<file path="config.mk">
export PLATFORM = sky130hd
export DESIGN_NAME = serial_tx_ack
export DESIGN_NICKNAME = d
export VERILOG_FILES = /design/src/shared/serial_tx_ack_pkg.sv /design/src/core/serial_tx_ack.sv
export SDC_FILE = /design/constraint.sdc
export NUM_CORES = 1
export LEC_CHECK = 0
export BUFFER_PORTS_ARGS = -buffer_cell sky130_fd_sc_hd__buf_2
export CORE_ASPECT_RATIO = 1.2
export CORE_MARGIN = 3
export CORE_UTILIZATION = 45
export DETAILED_ROUTE_END_ITERATION = 10
export PLACE_DENSITY_LB_ADDON = 0.15
export SLEW_MARGIN = 10
export SYNTH_ARGS = -nofsm -noshare
export SYNTH_HDL_FRONTEND = slang
export SYNTH_SLANG_ARGS = --single-unit
export TNS_END_PERCENT = 5
</file>
<file path="constraint.sdc">
create_clock -name i_clk -period 4.5 [get_ports i_clk]
set_clock_uncertainty 0.1 [all_clocks]
set_input_delay 0.225 -clock i_clk [delete_from_list [all_inputs] [get_ports i_clk]]
set_output_delay 0.225 -clock i_clk [all_outputs]
set_load 0.03 [all_outputs]
</file>
<file path="src/shared/serial_tx_ack_pkg.sv">
// Constants and types for the serial port transmit-acknowledge block.
// Assumes a single 100 MHz clock and an external baud-tick divider.
package serial_tx_ack_pkg;
  // ----------------------------------------------------------------
  // Widths and sizes
  // ----------------------------------------------------------------
  localparam int DATA_W     = 8;
  localparam int FIFO_DEPTH = 16;
  localparam int BAUD_W     = 21;
  localparam int BITS_W     = 4;
  localparam int LEAD_W     = 8;
  localparam int CNT_W      = 32;
  // ----------------------------------------------------------------
  // Lead calculation
  // ----------------------------------------------------------------
  localparam logic [13:0]       LEAD_SCALE = 14'h3e8;
  localparam logic [12:0]       LEAD_HALF  = 13'h1f4;
  localparam logic [LEAD_W-1:0] LEAD_MAX   = 8'hff;
  // ----------------------------------------------------------------
  // Timing
  // ----------------------------------------------------------------
  localparam longint CLK_HZ   = 100_000_000;
  localparam longint BLINK_MS = 50;
  localparam longint ACT_MS   = 200;
  localparam longint BLINK_CYC_DEF = (CLK_HZ * BLINK_MS) / 1000;
  localparam longint ACT_CYC_DEF   = (CLK_HZ * ACT_MS) / 1000;
  // ----------------------------------------------------------------
  // Pin synchroniser slots and line levels
  // ----------------------------------------------------------------
  localparam int SYNC_N   = 5;
  localparam int SYNC_RXD = 0;
  localparam int SYNC_DCD = 1;
  localparam int SYNC_DSR = 2;
  localparam int SYNC_CTS = 3;
  localparam int SYNC_RI  = 4;
  localparam logic LINE_IDLE = 1'b1;
  localparam logic START_BIT = 1'b0;
  typedef enum logic [1:0] {
    TX_IDLE  = 2'b01,
    TX_SHIFT = 2'b10
  } tx_state_t;
endpackage

</file>
<file path="src/core/serial_tx_ack.sv">
// Transmit path, early transmit-done, flow control, flush and LEDs.
// Assumes an outside baud divider gives i_bit_tick, one pulse per bit.
// Notes on behaviour
// - Report done early by lead characters
// - Chain fresh characters without idle gap
// - Hold transmission while flow control stops
// - Flush discards every queued character
// - Drive TXD DTR RTS, sample modem inputs
// - Red lit while powered
// - Green off while port is closed
// - Green steady while port is open and idle
// - Green blinks fast during serial activity
// - Auto lead from baud, zero when external
// - Lead is rounded baud over bits thousand
`timescale 1ns/10ps

module serial_tx_fifo #(
  parameter int W     = 8,
  parameter int DEPTH = 16
) (
  input  wire logic                       i_clk,
  input  wire logic                       i_reset_n,
  input  wire logic                       i_flush,
  input  wire logic [W-1:0]               i_data,
  input  wire logic                       i_valid,
  output logic                            o_ready,
  output logic [W-1:0]                    o_data,
  output logic                            o_valid,
  input  wire logic                       i_ready,
  output logic [$clog2(DEPTH):0]          o_count
);
  localparam int AW = $clog2(DEPTH);
  typedef struct packed {
    logic [AW:0] wr;
    logic [AW:0] rd;
  } fifo_state_t;
  fifo_state_t s;
  fifo_state_t next_s;
  logic [W-1:0] mem [DEPTH];
  logic         push;
  logic         pop;

  assign o_count = s.wr - s.rd;
  assign o_valid = (s.wr != s.rd);
  assign o_ready = (o_count != (AW + 1)'(DEPTH)) && !i_flush;
  assign o_data  = mem[s.rd[AW-1:0]];
  assign push    = i_valid && o_ready;
  assign pop     = o_valid && i_ready && !i_flush;

  always_comb
  begin
    next_s = s;
    if (push)
    begin
      next_s.wr = s.wr + 1'b1;
    end
    if (pop)
    begin
      next_s.rd = s.rd + 1'b1;
    end
    if (i_flush)
    begin
      next_s.rd = s.wr;
    end
  end

  always_ff @(posedge i_clk or negedge i_reset_n)
  begin
    if (!i_reset_n)
    begin
      s <= '0;
    end
    else
    begin
      s <= next_s;
    end
  end

  always_ff @(posedge i_clk)
  begin
    if (push)
    begin
      mem[s.wr[AW-1:0]] <= i_data;
    end
  end

  a_flush_empties: assert property (@(posedge i_clk) disable iff (!i_reset_n)
    i_flush |=> (o_count == '0))
    else $error("flush left characters queued");
endmodule

module serial_tx_ack #(
  parameter longint BLINK_CYC = serial_tx_ack_pkg::BLINK_CYC_DEF,
  parameter longint ACT_CYC   = serial_tx_ack_pkg::ACT_CYC_DEF
) (
  input  wire logic                                    i_clk,
  input  wire logic                                    i_reset_n,
  input  wire logic [serial_tx_ack_pkg::DATA_W-1:0]    i_wr_data,
  input  wire logic                                    i_wr_valid,
  output logic                                         o_wr_ready,
  input  wire logic                                    i_flush,
  output logic                                         o_tx_done,
  input  wire logic                                    i_bit_tick,
  input  wire logic                                    i_flow_en,
  input  wire logic                                    i_ack_auto,
  input  wire logic                                    i_ext_clock,
  input  wire logic [serial_tx_ack_pkg::LEAD_W-1:0]    i_ack_manual,
  input  wire logic [serial_tx_ack_pkg::BAUD_W-1:0]    i_baud,
  input  wire logic [serial_tx_ack_pkg::BITS_W-1:0]    i_char_bits,
  input  wire logic                                    i_dtr_req,
  input  wire logic                                    i_rts_req,
  output logic                                         o_txd,
  output logic                                         o_dtr,
  output logic                                         o_rts,
  input  wire logic                                    i_rxd,
  input  wire logic                                    i_dcd,
  input  wire logic                                    i_dsr,
  input  wire logic                                    i_cts,
  input  wire logic                                    i_ri,
  output logic [serial_tx_ack_pkg::SYNC_N-1:0]         o_modem_in,
  input  wire logic                                    i_rx_active,
  input  wire logic                                    i_usb_powered,
  input  wire logic                                    i_port_open,
  output logic                                         o_led_red,
  output logic                                         o_led_green
);
  import serial_tx_ack_pkg::*;
  localparam logic [CNT_W-1:0] BLINK_RELOAD = CNT_W'(BLINK_CYC - 1);
  localparam logic [CNT_W-1:0] ACT_RELOAD   = CNT_W'(ACT_CYC);

  typedef struct packed {
    logic [SYNC_N-1:0] s1;
    logic [SYNC_N-1:0] s2;
    tx_state_t         st;
    logic [DATA_W:0]   shreg;
    logic [BITS_W-1:0] bitn;
    logic              txd;
    logic              dtr;
    logic              rts;
    logic              pending;
    logic              done;
    logic [CNT_W-1:0]  act;
    logic [CNT_W-1:0]  blk;
    logic              blink;
    logic              red;
    logic              green;
  } top_state_t;
  top_state_t s;
  top_state_t next_s;

  // ----------------------------------------------------------------
  // Queue and lead
  // ----------------------------------------------------------------
  logic [DATA_W-1:0]               q_data;
  logic                            q_valid;
  logic                            q_pop;
  logic [$clog2(FIFO_DEPTH):0]     q_count;
  logic [LEAD_W:0]                 outstanding;
  logic [BAUD_W:0]                 num;
  logic [13:0]                     den;
  logic [BAUD_W:0]                 quot;
  logic [LEAD_W-1:0]               calc_lead;
  logic [LEAD_W-1:0]               lead;
  logic [LEAD_W-1:0]               eff_lead;
  logic                            stall;
  logic                            last_bit;
  logic                            start_ok;
  logic                            ack_now;
  logic                            act_start;

  serial_tx_fifo #(.W(DATA_W), .DEPTH(FIFO_DEPTH)) u_fifo (
    .i_clk     (i_clk),
    .i_reset_n (i_reset_n),
    .i_flush   (i_flush),
    .i_data    (i_wr_data),
    .i_valid   (i_wr_valid),
    .o_ready   (o_wr_ready),
    .o_data    (q_data),
    .o_valid   (q_valid),
    .i_ready   (q_pop),
    .o_count   (q_count)
  );

  assign num  = (BAUD_W + 1)'(i_baud) + (BAUD_W + 1)'(13'(i_char_bits) * LEAD_HALF);
  assign den  = 14'(i_char_bits) * LEAD_SCALE;
  assign quot = (den == '0) ? '0 : num / (BAUD_W + 1)'(den);
  assign calc_lead = (quot > (BAUD_W + 1)'(LEAD_MAX)) ? LEAD_MAX : quot[LEAD_W-1:0];
  assign lead = !i_ack_auto ? i_ack_manual : (i_ext_clock ? '0 : calc_lead);
  assign eff_lead    = stall ? '0 : lead;
  assign stall       = i_flow_en && !s.s2[SYNC_CTS];
  assign outstanding = (LEAD_W + 1)'(q_count) + (LEAD_W + 1)'(s.st == TX_SHIFT);
  assign last_bit    = (s.bitn == i_char_bits - 1'b1);
  assign start_ok    = i_bit_tick && q_valid && !stall && !i_flush;
  assign q_pop       = start_ok && ((s.st == TX_IDLE) || last_bit);
  assign ack_now     = s.pending && (outstanding <= (LEAD_W + 1)'(eff_lead));
  assign act_start   = q_pop || i_rx_active;

  // ----------------------------------------------------------------
  // Next state
  // ----------------------------------------------------------------
  always_comb
  begin
    next_s = s;
    next_s.s1 = {i_ri, i_cts, i_dsr, i_dcd, i_rxd};
    next_s.s2 = s.s1;
    next_s.dtr = i_dtr_req;
    next_s.rts = i_rts_req;
    case (s.st)
      TX_IDLE:
      begin
        if (q_pop)
        begin
          next_s.shreg = {q_data, START_BIT};
          next_s.bitn  = '0;
          next_s.st    = TX_SHIFT;
        end
      end
      TX_SHIFT:
      begin
        if (i_bit_tick)
        begin
          if (last_bit && q_pop)
          begin
            next_s.shreg = {q_data, START_BIT};
            next_s.bitn  = '0;
          end
          else if (last_bit)
          begin
            next_s.st = TX_IDLE;
          end
          else
          begin
            next_s.shreg = {LINE_IDLE, s.shreg[DATA_W:1]};
            next_s.bitn  = s.bitn + 1'b1;
          end
        end
      end
      default:
      begin
        next_s.st = TX_IDLE;
      end
    endcase
    next_s.txd = (next_s.st == TX_SHIFT) ? next_s.shreg[0] : LINE_IDLE;
    next_s.done    = ack_now;
    next_s.pending = (o_wr_ready && i_wr_valid) || (s.pending && !ack_now && !i_flush);
    if (act_start)
    begin
      next_s.act = ACT_RELOAD;
    end
    else if (s.act != '0)
    begin
      next_s.act = s.act - 1'b1;
    end
    if (s.act == '0)
    begin
      next_s.blk   = '0;
      next_s.blink = 1'b0;
    end
    else if (s.blk == '0)
    begin
      next_s.blk   = BLINK_RELOAD;
      next_s.blink = !s.blink;
    end
    else
    begin
      next_s.blk = s.blk - 1'b1;
    end
    next_s.red = i_usb_powered;
    next_s.green = i_usb_powered && i_port_open && ((next_s.act == '0) || next_s.blink);
  end

  always_ff @(posedge i_clk or negedge i_reset_n)
  begin
    if (!i_reset_n)
    begin
      s       <= '0;
      s.st    <= TX_IDLE;
      s.txd   <= LINE_IDLE;
      s.shreg <= '1;
    end
    else
    begin
      s <= next_s;
    end
  end

  assign o_txd       = s.txd;
  assign o_dtr       = s.dtr;
  assign o_rts       = s.rts;
  assign o_modem_in  = s.s2;
  assign o_tx_done   = s.done;
  assign o_led_red   = s.red;
  assign o_led_green = s.green;

  // ----------------------------------------------------------------
  // Checks
  // ----------------------------------------------------------------
  a_early_done: assert property (@(posedge i_clk) disable iff (!i_reset_n)
    (ack_now && !(o_wr_ready && i_wr_valid)) |=> o_tx_done ##1 !o_tx_done)
    else $error("early done not pulsed");
  a_back_to_back: assert property (@(posedge i_clk) disable iff (!i_reset_n)
    (s.st == TX_SHIFT && last_bit && q_pop) |=> (s.st == TX_SHIFT && s.bitn == '0 && !o_txd))
    else $error("gap between chained characters");
  a_flow_hold: assert property (@(posedge i_clk) disable iff (!i_reset_n)
    (s.st == TX_IDLE && stall) |=> (s.st == TX_IDLE && o_txd))
    else $error("transmit started while held");
  a_idle_line: assert property (@(posedge i_clk) disable iff (!i_reset_n)
    (s.st == TX_IDLE) |-> o_txd)
    else $error("line not idle high");
  a_red_power: assert property (@(posedge i_clk) disable iff (!i_reset_n)
    $changed(i_usb_powered) |=> (o_led_red == $past(i_usb_powered)))
    else $error("red does not track power");
  a_green_closed: assert property (@(posedge i_clk) disable iff (!i_reset_n)
    !i_port_open |=> !o_led_green)
    else $error("green lit on closed port");
  a_green_steady: assert property (@(posedge i_clk) disable iff (!i_reset_n)
    (i_usb_powered && i_port_open && s.act == '0 && !act_start) |=> o_led_green)
    else $error("green not steady");
  a_blink_toggle: assert property (@(posedge i_clk) disable iff (!i_reset_n)
    (s.act != '0 && s.blk == '0) |=> (s.blink != $past(s.blink) && s.blk == BLINK_RELOAD))
    else $error("blink did not toggle");
  a_ext_lead_zero: assert property (@(posedge i_clk) disable iff (!i_reset_n)
    (i_ack_auto && i_ext_clock) |-> (lead == '0))
    else $error("lead not zero on external clock");
  a_lead_round: assert property (@(posedge i_clk) disable iff (!i_reset_n)
    (den != '0 && quot <= (BAUD_W + 1)'(LEAD_MAX)) |->
      (36'(quot) * 36'(den) <= 36'(num) && 36'(num) < (36'(quot) + 36'h1) * 36'(den)))
    else $error("lead rounding wrong");
  a_act_stretch: assert property (@(posedge i_clk) disable iff (!i_reset_n)
    act_start |=> (s.act == ACT_RELOAD) ##1 (s.act != '0))
    else $error("activity not stretched");
endmodule

</file>
==> results.json, run 1 <==
{
  "status": "complete, but fails checks",
  "failed_checks": "negative setup slack",
  "clockBufferDepth": 3,
  "maxCapViolations": 0,
  "clkSlewWorstSetupHoldPaths_ns": 0.07,
  "antenna_cells": 0,
  "cp-end-kind": "flop",
  "max_stage_delay_ns": 0.57,
  "r2r_end": "o_led_green",
  "hold_path_depth": 3,
  "tightestPinTransition_ns": 0.9785,
  "antenna_found_initial": 1,
  "overflow": 0,
  "fin_nets": 3121,
  "die_x_um": 198.9,
  "cts_sinks": 235,
  "fin_area_mm2": 0.02800,
  "synthCells": 2101,
  "r2r-start": "s[59]",
  "period_minus_slack_ns": 38.74,
  "clock_latency_ns": 0.52,
  "rows": 84,
  "synth_fa_ha_area_share_pct": 13.72,
  "drive_gt1_share_pct": 38.46,
  "wl_per_cell_um": 18.14,
  "cp_data_required_time_ns": 4.85,
  "first_global_vias": 19934,
  "start_util_pct": 45.71,
  "syn_area_mm2": 0.02008,
  "htree_levels": 1,
  "num_vias": 19195,
  "root_buffer": "clkbuf_16",
  "ys_seq_area_share_pct": 32.54,
  "fmax_mhz": 25.81,
  "synthMuxAreaShare_pct": 7.781,
  "layout_setup_ws_ns": -34.24,
  "synth_top_family_by_area": "compound AO/OA/AOI/OAI gates",
  "vias_per_cell": 5.609,
  "grt_start_max_net_pins": 77,
  "final-setup-viol-count": 2,
  "path_class": "in -> reg",
  "hp-class": "in -> reg",
  "period_share_pct": 860.9,
  "hpwl_mm": 48.30,
  "drcViolationCount": 0,
  "max_slew_margin_pct": 34.77,
  "die-area_mm2": 0.04721,
  "design.core.area_mm2": 0.04393,
  "maxSlewViolCount": 0,
  "hold_viol_final": 0,
  "syn_area_per_cell_um2": 9.559,
  "fin_setup_tns_ns": -68.43,
  "path_max_fanout": 5,
  "numCtsBuffers": 21,
  "yosys.area_share.simple_pct": 17.47,
  "grt_usage_pct": 26.20,
  "die_h_um": 237.4,
  "grt_pass1_wl_mm": 100.4,
  "first_iter_violations": 965,
  "portBuffers": 70,
  "min_to": "u_fifo.s[5]",
  "yosysWarnings": 0,
  "drt_first_pass_iters": 5,
  "io_pins": 71,
  "post-route-util_pct": 63.72,
  "ant_nets": 0,
  "fin_hold_ws_ns": 0.1766,
  "async_reset_ff_share_pct": 45.53,
  "drt-total-wl_mm": 62.08,
  "synth_cell_types": 107,
  "rr_worst_depth": 15,
  "synth_edf_count": 128,
  "hold_start": "i_wr_valid",
  "critical_path.slowest_cell": "fa_1",
  "worst_path_most_repeated_cell": "o21a_1",
  "place_area_mm2": 0.02616,
  "synth-compound-area-share_pct": 18.82,
  "rsz0062_at_grt": "true",
  "synth-main-ff-cell": "edfxtp_1",
  "cts_tree": "yes",
  "startpoint_type": "primary input",
  "area_growth_pct": 39.40,
  "crit_arrival_ns": 39.09,
  "routabilityCongestion": 0.9556,
  "ys_ff_latch": 235,
  "synth_xor_area_share_pct": 6.542,
  "synth_fp_nets": 2374,
  "r2r_slack_ns": 0.35
}
[metrics by stage]
stage                     setup WS, ns  std cells
after global routing            -36.71       3422
after global placement          -34.72       3314
after detailed placement        -35.64       3314
final                           -34.24       3422
after CTS                       -33.72       3418
after floorplan                 -35.55       2101
[worst max path at each step]
stage / end / cells past startpoint / from
3_3_place_gp: s[68] / 211 / i_char_bits[3]
3_5_place_dp: s[68] / 213 / i_char_bits[3]
2_1_floorplan: s[68] / 226 / i_char_bits[3]
6_report: s[68] / 221 / i_char_bits[1]
5_1_grt: s[68] / 230 / i_char_bits[1]
4_1_cts: s[68] / 223 / i_char_bits[1]
[critical path, delay by kind of cell]
kind | cells | cell delay (ns)
simple gates | 50 | 7.58
fa+ha+maj | 24 | 6.91
buf+inv | 21 | 2.65
compound gates | 120 | 19.72
mux | 6 | 1.95
[registers in the layout, summed over array words and instances (netlist names)]
register / flops
o_dtr: 1
o_rts: 1
o_led_red: 1
o_tx_done: 1
o_modem_in: 5
next_s: 5
o_txd: 1
s: 81
u_fifo.s: 10
o_led_green: 1
u_fifo.mem: 128
[cells in the mapped netlist, types with 40 or more instances]
cell	n	area, um^2
ha_1	205	2565
nor3_1	105	525.5
nor2_1	187	701.9
a21oi_1	129	645.6
xnor2_1	93	814.5
inv_1	86	322.8
nand2_1	153	574.3
mux2_2	43	484.2
xor2_1	57	499.2
dfrtp_1	96	2402
o21ai_0	99	495.5
o21a_1	76	570.6
edfxtp_1	128	3844
mux4_2	40	900.9
[cell type report]
class | instances | area [um^2]
inverter | 89 | 340.3
timing repair buffer | 784 | 5799
fill | 3665 | 15940
clock inverter | 11 | 168.9
tap | 559 | 699.4
multi-input combinational | 1717 | 13870
clock buffer | 27 | 578.1
sequential | 235 | 6536
[cell families after synthesis]
family | Yosys count
and+or+nand+nor | 710
AOI/OAI and AO/OA | 543
DFF | 235
adders and majority gates | 215
xor gates and xnor gates | 150
buffers and inverters | 149
muxes | 99
[cell usage in the layout, fill, tap and decap left out, types with 31 or more instances in the layout]
cell,n
o21ai_0,76
nor2_1,173
dfrtp_1,95
ha_1,182
edfxtp_1,128
inv_1,83
a21o_1,31
buf_2,70
xnor2_1,90
nor3_1,98
a21oi_1,105
mux4_2,40
buf_4,688
mux2_2,37
nand3_1,38
o21a_1,76
nand2_1,149
xor2_1,56
[metal layers]
layer / GRT usage, % / routed length, um
met4: 10.74 / 2810
met2: 48.54 / 32140
met5: 0 / 20
met3: 1.900 / 1734
met1: 31.24 / 25380
[repair_timing]
item	4_1_cts	5_1_grt
hold buffers	21	0
pin swaps	65	31
endpoints found under the hold margin	219	0
setup buffers	44	4
gates resized for setup	72	29
setup endpoints to repair	2	3
gates cloned	1	0
Power of run 1 is left out: the tool's default activity adds up to more than one toggle a clock period on the data nets, which glitch-free logic cannot reach.
==> run 2: changes to the inputs <==
Settings changed: CORE_ASPECT_RATIO 1.2 to 1.75.
==> run 2 against run 1 <==
The flow still finishes with violations (negative setup slack). Global-route usage grew 2.8 points. Core utilization rose by 2.6 points. Non-clock buffer count is 58 higher. Maximum frequency up 0.39%. Final area up 3.5%. Hold slack lost 0.15 ns. Register-to-register slack improved by 0.02 ns. Via count rose by 5.3%. Critical path depth shrank 1. First-iteration DRC count shrank 5.5%. Wire length is 16% higher. Worst setup slack gained 0.15 ns.
==> results.json, run 2 (same netlist as run 1, synthesis figures left out) <==
{
  "drt-total-wl_mm": 71.73,
  "first_iter_violations": 912,
  "cts_tree": "yes",
  "hp-class": "in -> reg",
  "clock_latency_ns": 0.50,
  "start_util_pct": 45.93,
  "cp.depth": 220,
  "failed_checks": "negative setup slack",
  "post-route-util_pct": 66.29,
  "tightestPinTransition_ns": 1.032,
  "grt_start_max_net_pins": 84,
  "hold_viol_final": 0,
  "area_growth_pct": 44.32,
  "clkSlewWorstSetupHoldPaths_ns": 0.08,
  "fin_setup_tns_ns": -68.13,
  "design.core.area_mm2": 0.04372,
  "die_x_um": 165.7,
  "rsz0062_at_grt": "true",
  "ant_nets": 0,
  "crit_arrival_ns": 38.93,
  "status": "complete, but fails checks",
  "die-area_mm2": 0.04730,
  "clockBufferDepth": 3,
  "period_share_pct": 857.5,
  "num_vias": 20206,
  "portBuffers": 70,
  "fin_nets": 3177,
  "drive_gt1_share_pct": 42.57,
  "nFillCells": 3498,
  "max_slew_margin_pct": 31.18,
  "die_h_um": 285.5,
  "r2r-start": "s[59]",
  "critPathBufInv": 38,
  "hpwl_mm": 55.50,
  "drcViolationCount": 0,
  "largest_reg_flops": 128,
  "cts_sinks": 235,
  "startpoint": "i_char_bits[3]",
  "hold_path_depth": 1,
  "wl_per_cell_um": 20.60,
  "htree_levels": 1,
  "rr_worst_depth": 17,
  "maxCapViolations": 0,
  "area.sequential_mm2": 0.006536,
  "max_stage_delay_ns": 0.58,
  "vias_per_cell": 5.803,
  "fmax_mhz": 25.91,
  "maxSlewViolCount": 0,
  "place_ws_ns": -35.95,
  "path_max_fanout": 8,
  "first_global_vias": 21220,
  "path_class": "in -> reg",
  "grt_pass1_wl_mm": 109.3,
  "hold_start": "i_wr_data[4]",
  "cp-end-kind": "flop",
  "final_cell_mix": "742 x buf_4, 162 x nor2_1, 161 x ha_1, 142 x nand2_1, 128 x edfxtp_1",
  "overflow": 0,
  "drt_first_pass_iters": 7,
  "layout_setup_ws_ns": -34.09,
  "routabilityCongestion": 1.046,
  "period_minus_slack_ns": 38.59,
  "multi_input_area_mm2": 0.01456,
  "root_buffer": "clkbuf_16",
  "final_common_cell": "buf_4",
  "numCtsBuffers": 18,
  "crit_family": "compound AO/OA/AOI/OAI gates",
  "worst_path_most_repeated_cell": "o21a_1",
  "critical_path.slowest_cell": "fa_1",
  "final-setup-viol-count": 2,
  "rows": 101,
  "io_pins": 71,
  "startpoint_type": "primary input",
  "antenna_found_initial": 2,
  "grt_usage_pct": 28.97,
  "cp_data_required_time_ns": 4.84
}
run 2: cell types whose count changed in the layout (fill, tap and decap cells not counted), moves of 6 or more:
cell     previous run  this run
nor2_4              3        14
buf_4             688       742
nor2_1            173       162
nand2_2             4        11
a21oi_1           105        95
nand2_1           149       142
o21ai_2            14        20
buf_6               3        11
ha_4               16        32
o21ai_0            76        66
ha_1              182       161
run 2: path summary, 6_finish.rpt:
kind	end	slack [ns]
worst min register to register	o_modem_in[1]	0.26
worst min-delay path	u_fifo.mem[6][4]	0.02
worst max-delay path	s[68]	-34.09
max in group asynchronous	s[82]	2.94
min in group asynchronous	s[60]	0.33
worst max register to register	o_led_green	0.37
run 2: final cells by class:
cell class / count / area share [%]
diodes: 1 / 0.008634
clock buffers: 23 / 1.796
clock inverters: 8 / 0.1597
inverters: 89 / 1.174
multi-input cells: 1718 / 50.23
flip-flops and latches: 235 / 22.55
well taps: 566 / 2.443
repair buffers: 842 / 21.63
run 2: metal layers:
layer | vias to the layer above | GRT usage, % | routed length (um)
li1 | 9515 | - | -
met1 | 9664 | 26.24 | 23420
met2 | 643 | 56.87 | 38580
met3 | 382 | 2.337 | 2195
met4 | 2 | 24.70 | 7517
met5 | - | 0 | 13
run 2: through the flow:
stage                     cell area, um^2  hold slack (ns)  std cells
after floorplan                     20640          -0.1706       2101
after global placement              26150           0.2336       3319
after detailed placement            26150           0.2344       3319
after CTS                           28030          0.01709       3438
after global routing                28980          0.02949       3481
final                               28980          0.02197       3482
run 2: what timing repair did:
item,CTS,global route
endpoints found under the hold margin,145,0
pin swaps,108,134
gates cloned,1,0
setup endpoints to repair,2,3
resized for setup,119,124
hold buffers,20,0
buffers inserted,67,43
Power of run 2 is left out for the same reason.
==> run 3: changes to the inputs <==
Clock period 4.5 ns to 41.8 ns, I/O delays scaled along.
==> run 3 against run 2 <==
The flow now finishes without violations. Non-clock buffer count is 503 lower. Final area is 13% lower. Cell count is 14% lower. Wire length is 8.6% lower. Die area stayed put. Clock-buffer cell count is 2 lower. Sequential share of layout area is 3.3 points higher. Global-route usage is 2.8 points lower. Worst setup slack better by 35 ns. Core utilization is 8.4 points lower.
==> results.json, run 3 (same netlist as run 1, synthesis figures left out) <==
{
  "design.core.area_mm2": 0.04372,
  "die-area_mm2": 0.04730,
  "ant_nets": 0,
  "max_slew_margin_pct": 33.26,
  "hp-class": "reg -> reg",
  "area_growth_pct": 26.02,
  "startpoint_type": "primary input",
  "drt-total-wl_mm": 65.54,
  "critical_path.slowest_cell": "fa_1",
  "routabilityCongestion": 0.9715,
  "crit_family": "compound AO/OA/AOI/OAI gates",
  "cp-end-kind": "flop",
  "grt_start_max_net_pins": 79,
  "final_common_cell": "buf_4",
  "startpoint": "i_char_bits[2]",
  "rr_worst_depth": 16,
  "start_util_pct": 45.93,
  "numCtsBuffers": 19,
  "largest_reg_flops": 128,
  "rsz0062_at_grt": "true",
  "r2r_end": "o_led_green",
  "maxCapViolations": 0,
  "r2r_slack_ns": 37.04,
  "final_cell_mix": "261 x buf_4, 167 x nor2_1, 158 x ha_1, 141 x nand2_1, 128 x edfxtp_1",
  "drt_first_pass_iters": 6,
  "nFillCells": 3829,
  "tightestPinTransition_ns": 1.001,
  "clockBufferDepth": 3,
  "drcViolationCount": 0,
  "multi_input_area_mm2": 0.01466,
  "maxSlewViolCount": 0,
  "hpwl_mm": 50.41,
  "grt_usage_pct": 26.12,
  "cts_sinks": 235,
  "portBuffers": 70,
  "antenna_found_initial": 2,
  "htree_levels": 1,
  "wl_per_cell_um": 21.98,
  "die_h_um": 285.5,
  "crit_arrival_ns": 41.52,
  "hold_viol_final": 0,
  "final-setup-viol-count": 0,
  "clkSlewWorstSetupHoldPaths_ns": 0.08,
  "path_class": "in -> reg",
  "rows": 101,
  "path_max_fanout": 7,
  "instances_no_fill": 2982,
  "vias_per_cell": 6.056,
  "overflow": 0,
  "cp_data_required_time_ns": 42.15,
  "fmax_mhz": 24.29,
  "grt_pass1_wl_mm": 98.50,
  "area.sequential_mm2": 0.006536,
  "status": "completed",
  "r2r-start": "s[59]",
  "period_minus_slack_ns": 41.17,
  "io_pins": 71,
  "worstSetupEndpoint": "s[68]",
  "fin_nets": 2675,
  "root_buffer": "clkbuf_16",
  "first_iter_violations": 773,
  "num_vias": 18060,
  "max_stage_delay_ns": 0.58,
  "cp.depth": 206,
  "clock_latency_ns": 0.51,
  "die_x_um": 165.7,
  "cts_tree": "yes",
  "period_share_pct": 98.49,
  "critPathBufInv": 10,
  "first_global_vias": 18649,
  "worst_path_most_repeated_cell": "o21a_1",
  "drive_gt1_share_pct": 30.93,
  "place_inst": 2858
}
==> run 3: cell types whose count changed in the layout (fill, tap and decap cells not counted), moves of 4 or more <==
| cell | change |
|---|---|
| ha_2 | -6 |
| buf_4 | -481 |
| dlygate4sd3_1 | -20 |
| a21oi_4 | +6 |
| nor2_1 | +5 |
| nor4_2 | -4 |
| buf_6 | -5 |
| nor2_2 | -4 |
| a21oi_2 | -8 |
| ha_4 | +9 |
==> run 3: how the worst min path moves through the flow <==
stage | start | to | depth (start not counted)
2_1_floorplan | next_s[87] | o_modem_in[0] | 0
4_1_cts | next_s[88] | o_modem_in[1] | 0
6_report | next_s[88] | o_modem_in[1] | 0
3_3_place_gp | next_s[88] | o_modem_in[1] | 0
3_5_place_dp | next_s[88] | o_modem_in[1] | 0
5_1_grt | next_s[91] | o_modem_in[4] | 0
==> run 3: layer usage <==
layer	routed length, um	track usage (%)	vias to the layer above
li1	-	-	8514
met1	21740	24.57	8728
met2	35430	50.65	512
met3	2174	2.475	302
met4	6168	20.92	4
met5	25	0	-
==> run 3: area by class of cell <==
| class | instances | share of cell area [%] |
|---|---|---|
| tap | 566 | 2.798 |
| sequential | 235 | 25.83 |
| timing repair buffer | 339 | 9.571 |
| inverter | 89 | 1.360 |
| clock buffer | 21 | 1.992 |
| multi-input combinational | 1718 | 57.93 |
| clock inverter | 13 | 0.5142 |
| antenna | 1 | 0.009888 |
==> run 3: through the flow <==
step | setup WS [ns] | hold slack [ns] | instance area (um^2) | TNS, ns | utilization [%]
5_1_grt | -1.024 | 0.2592 | 25310 | -2.025 | 57.88
4_1_cts | 0.01516 | 0.2511 | 23520 | 0 | 53.79
2_1_floorplan | -0.1103 | 0.2312 | 20640 | -0.1757 | -
6_report | 0.6328 | 0.2506 | 25310 | 0 | 57.88
3_5_place_dp | -1.418 | 0.2347 | 22680 | -2.784 | 51.86
3_3_place_gp | -0.6245 | 0.2345 | 22680 | -1.215 | 51.86
==> run 3: timing repair <==
| item | CTS | global route |
|---|---|---|
| cloned | 0 | 3 |
| buffers inserted | 13 | 74 |
| hold buffers | 0 | 0 |
| pin swaps | 16 | 129 |
| gates resized for setup | 27 | 209 |
| endpoints found under the setup margin | 2 | 2 |
Power of run 3 is left out for the same reason.
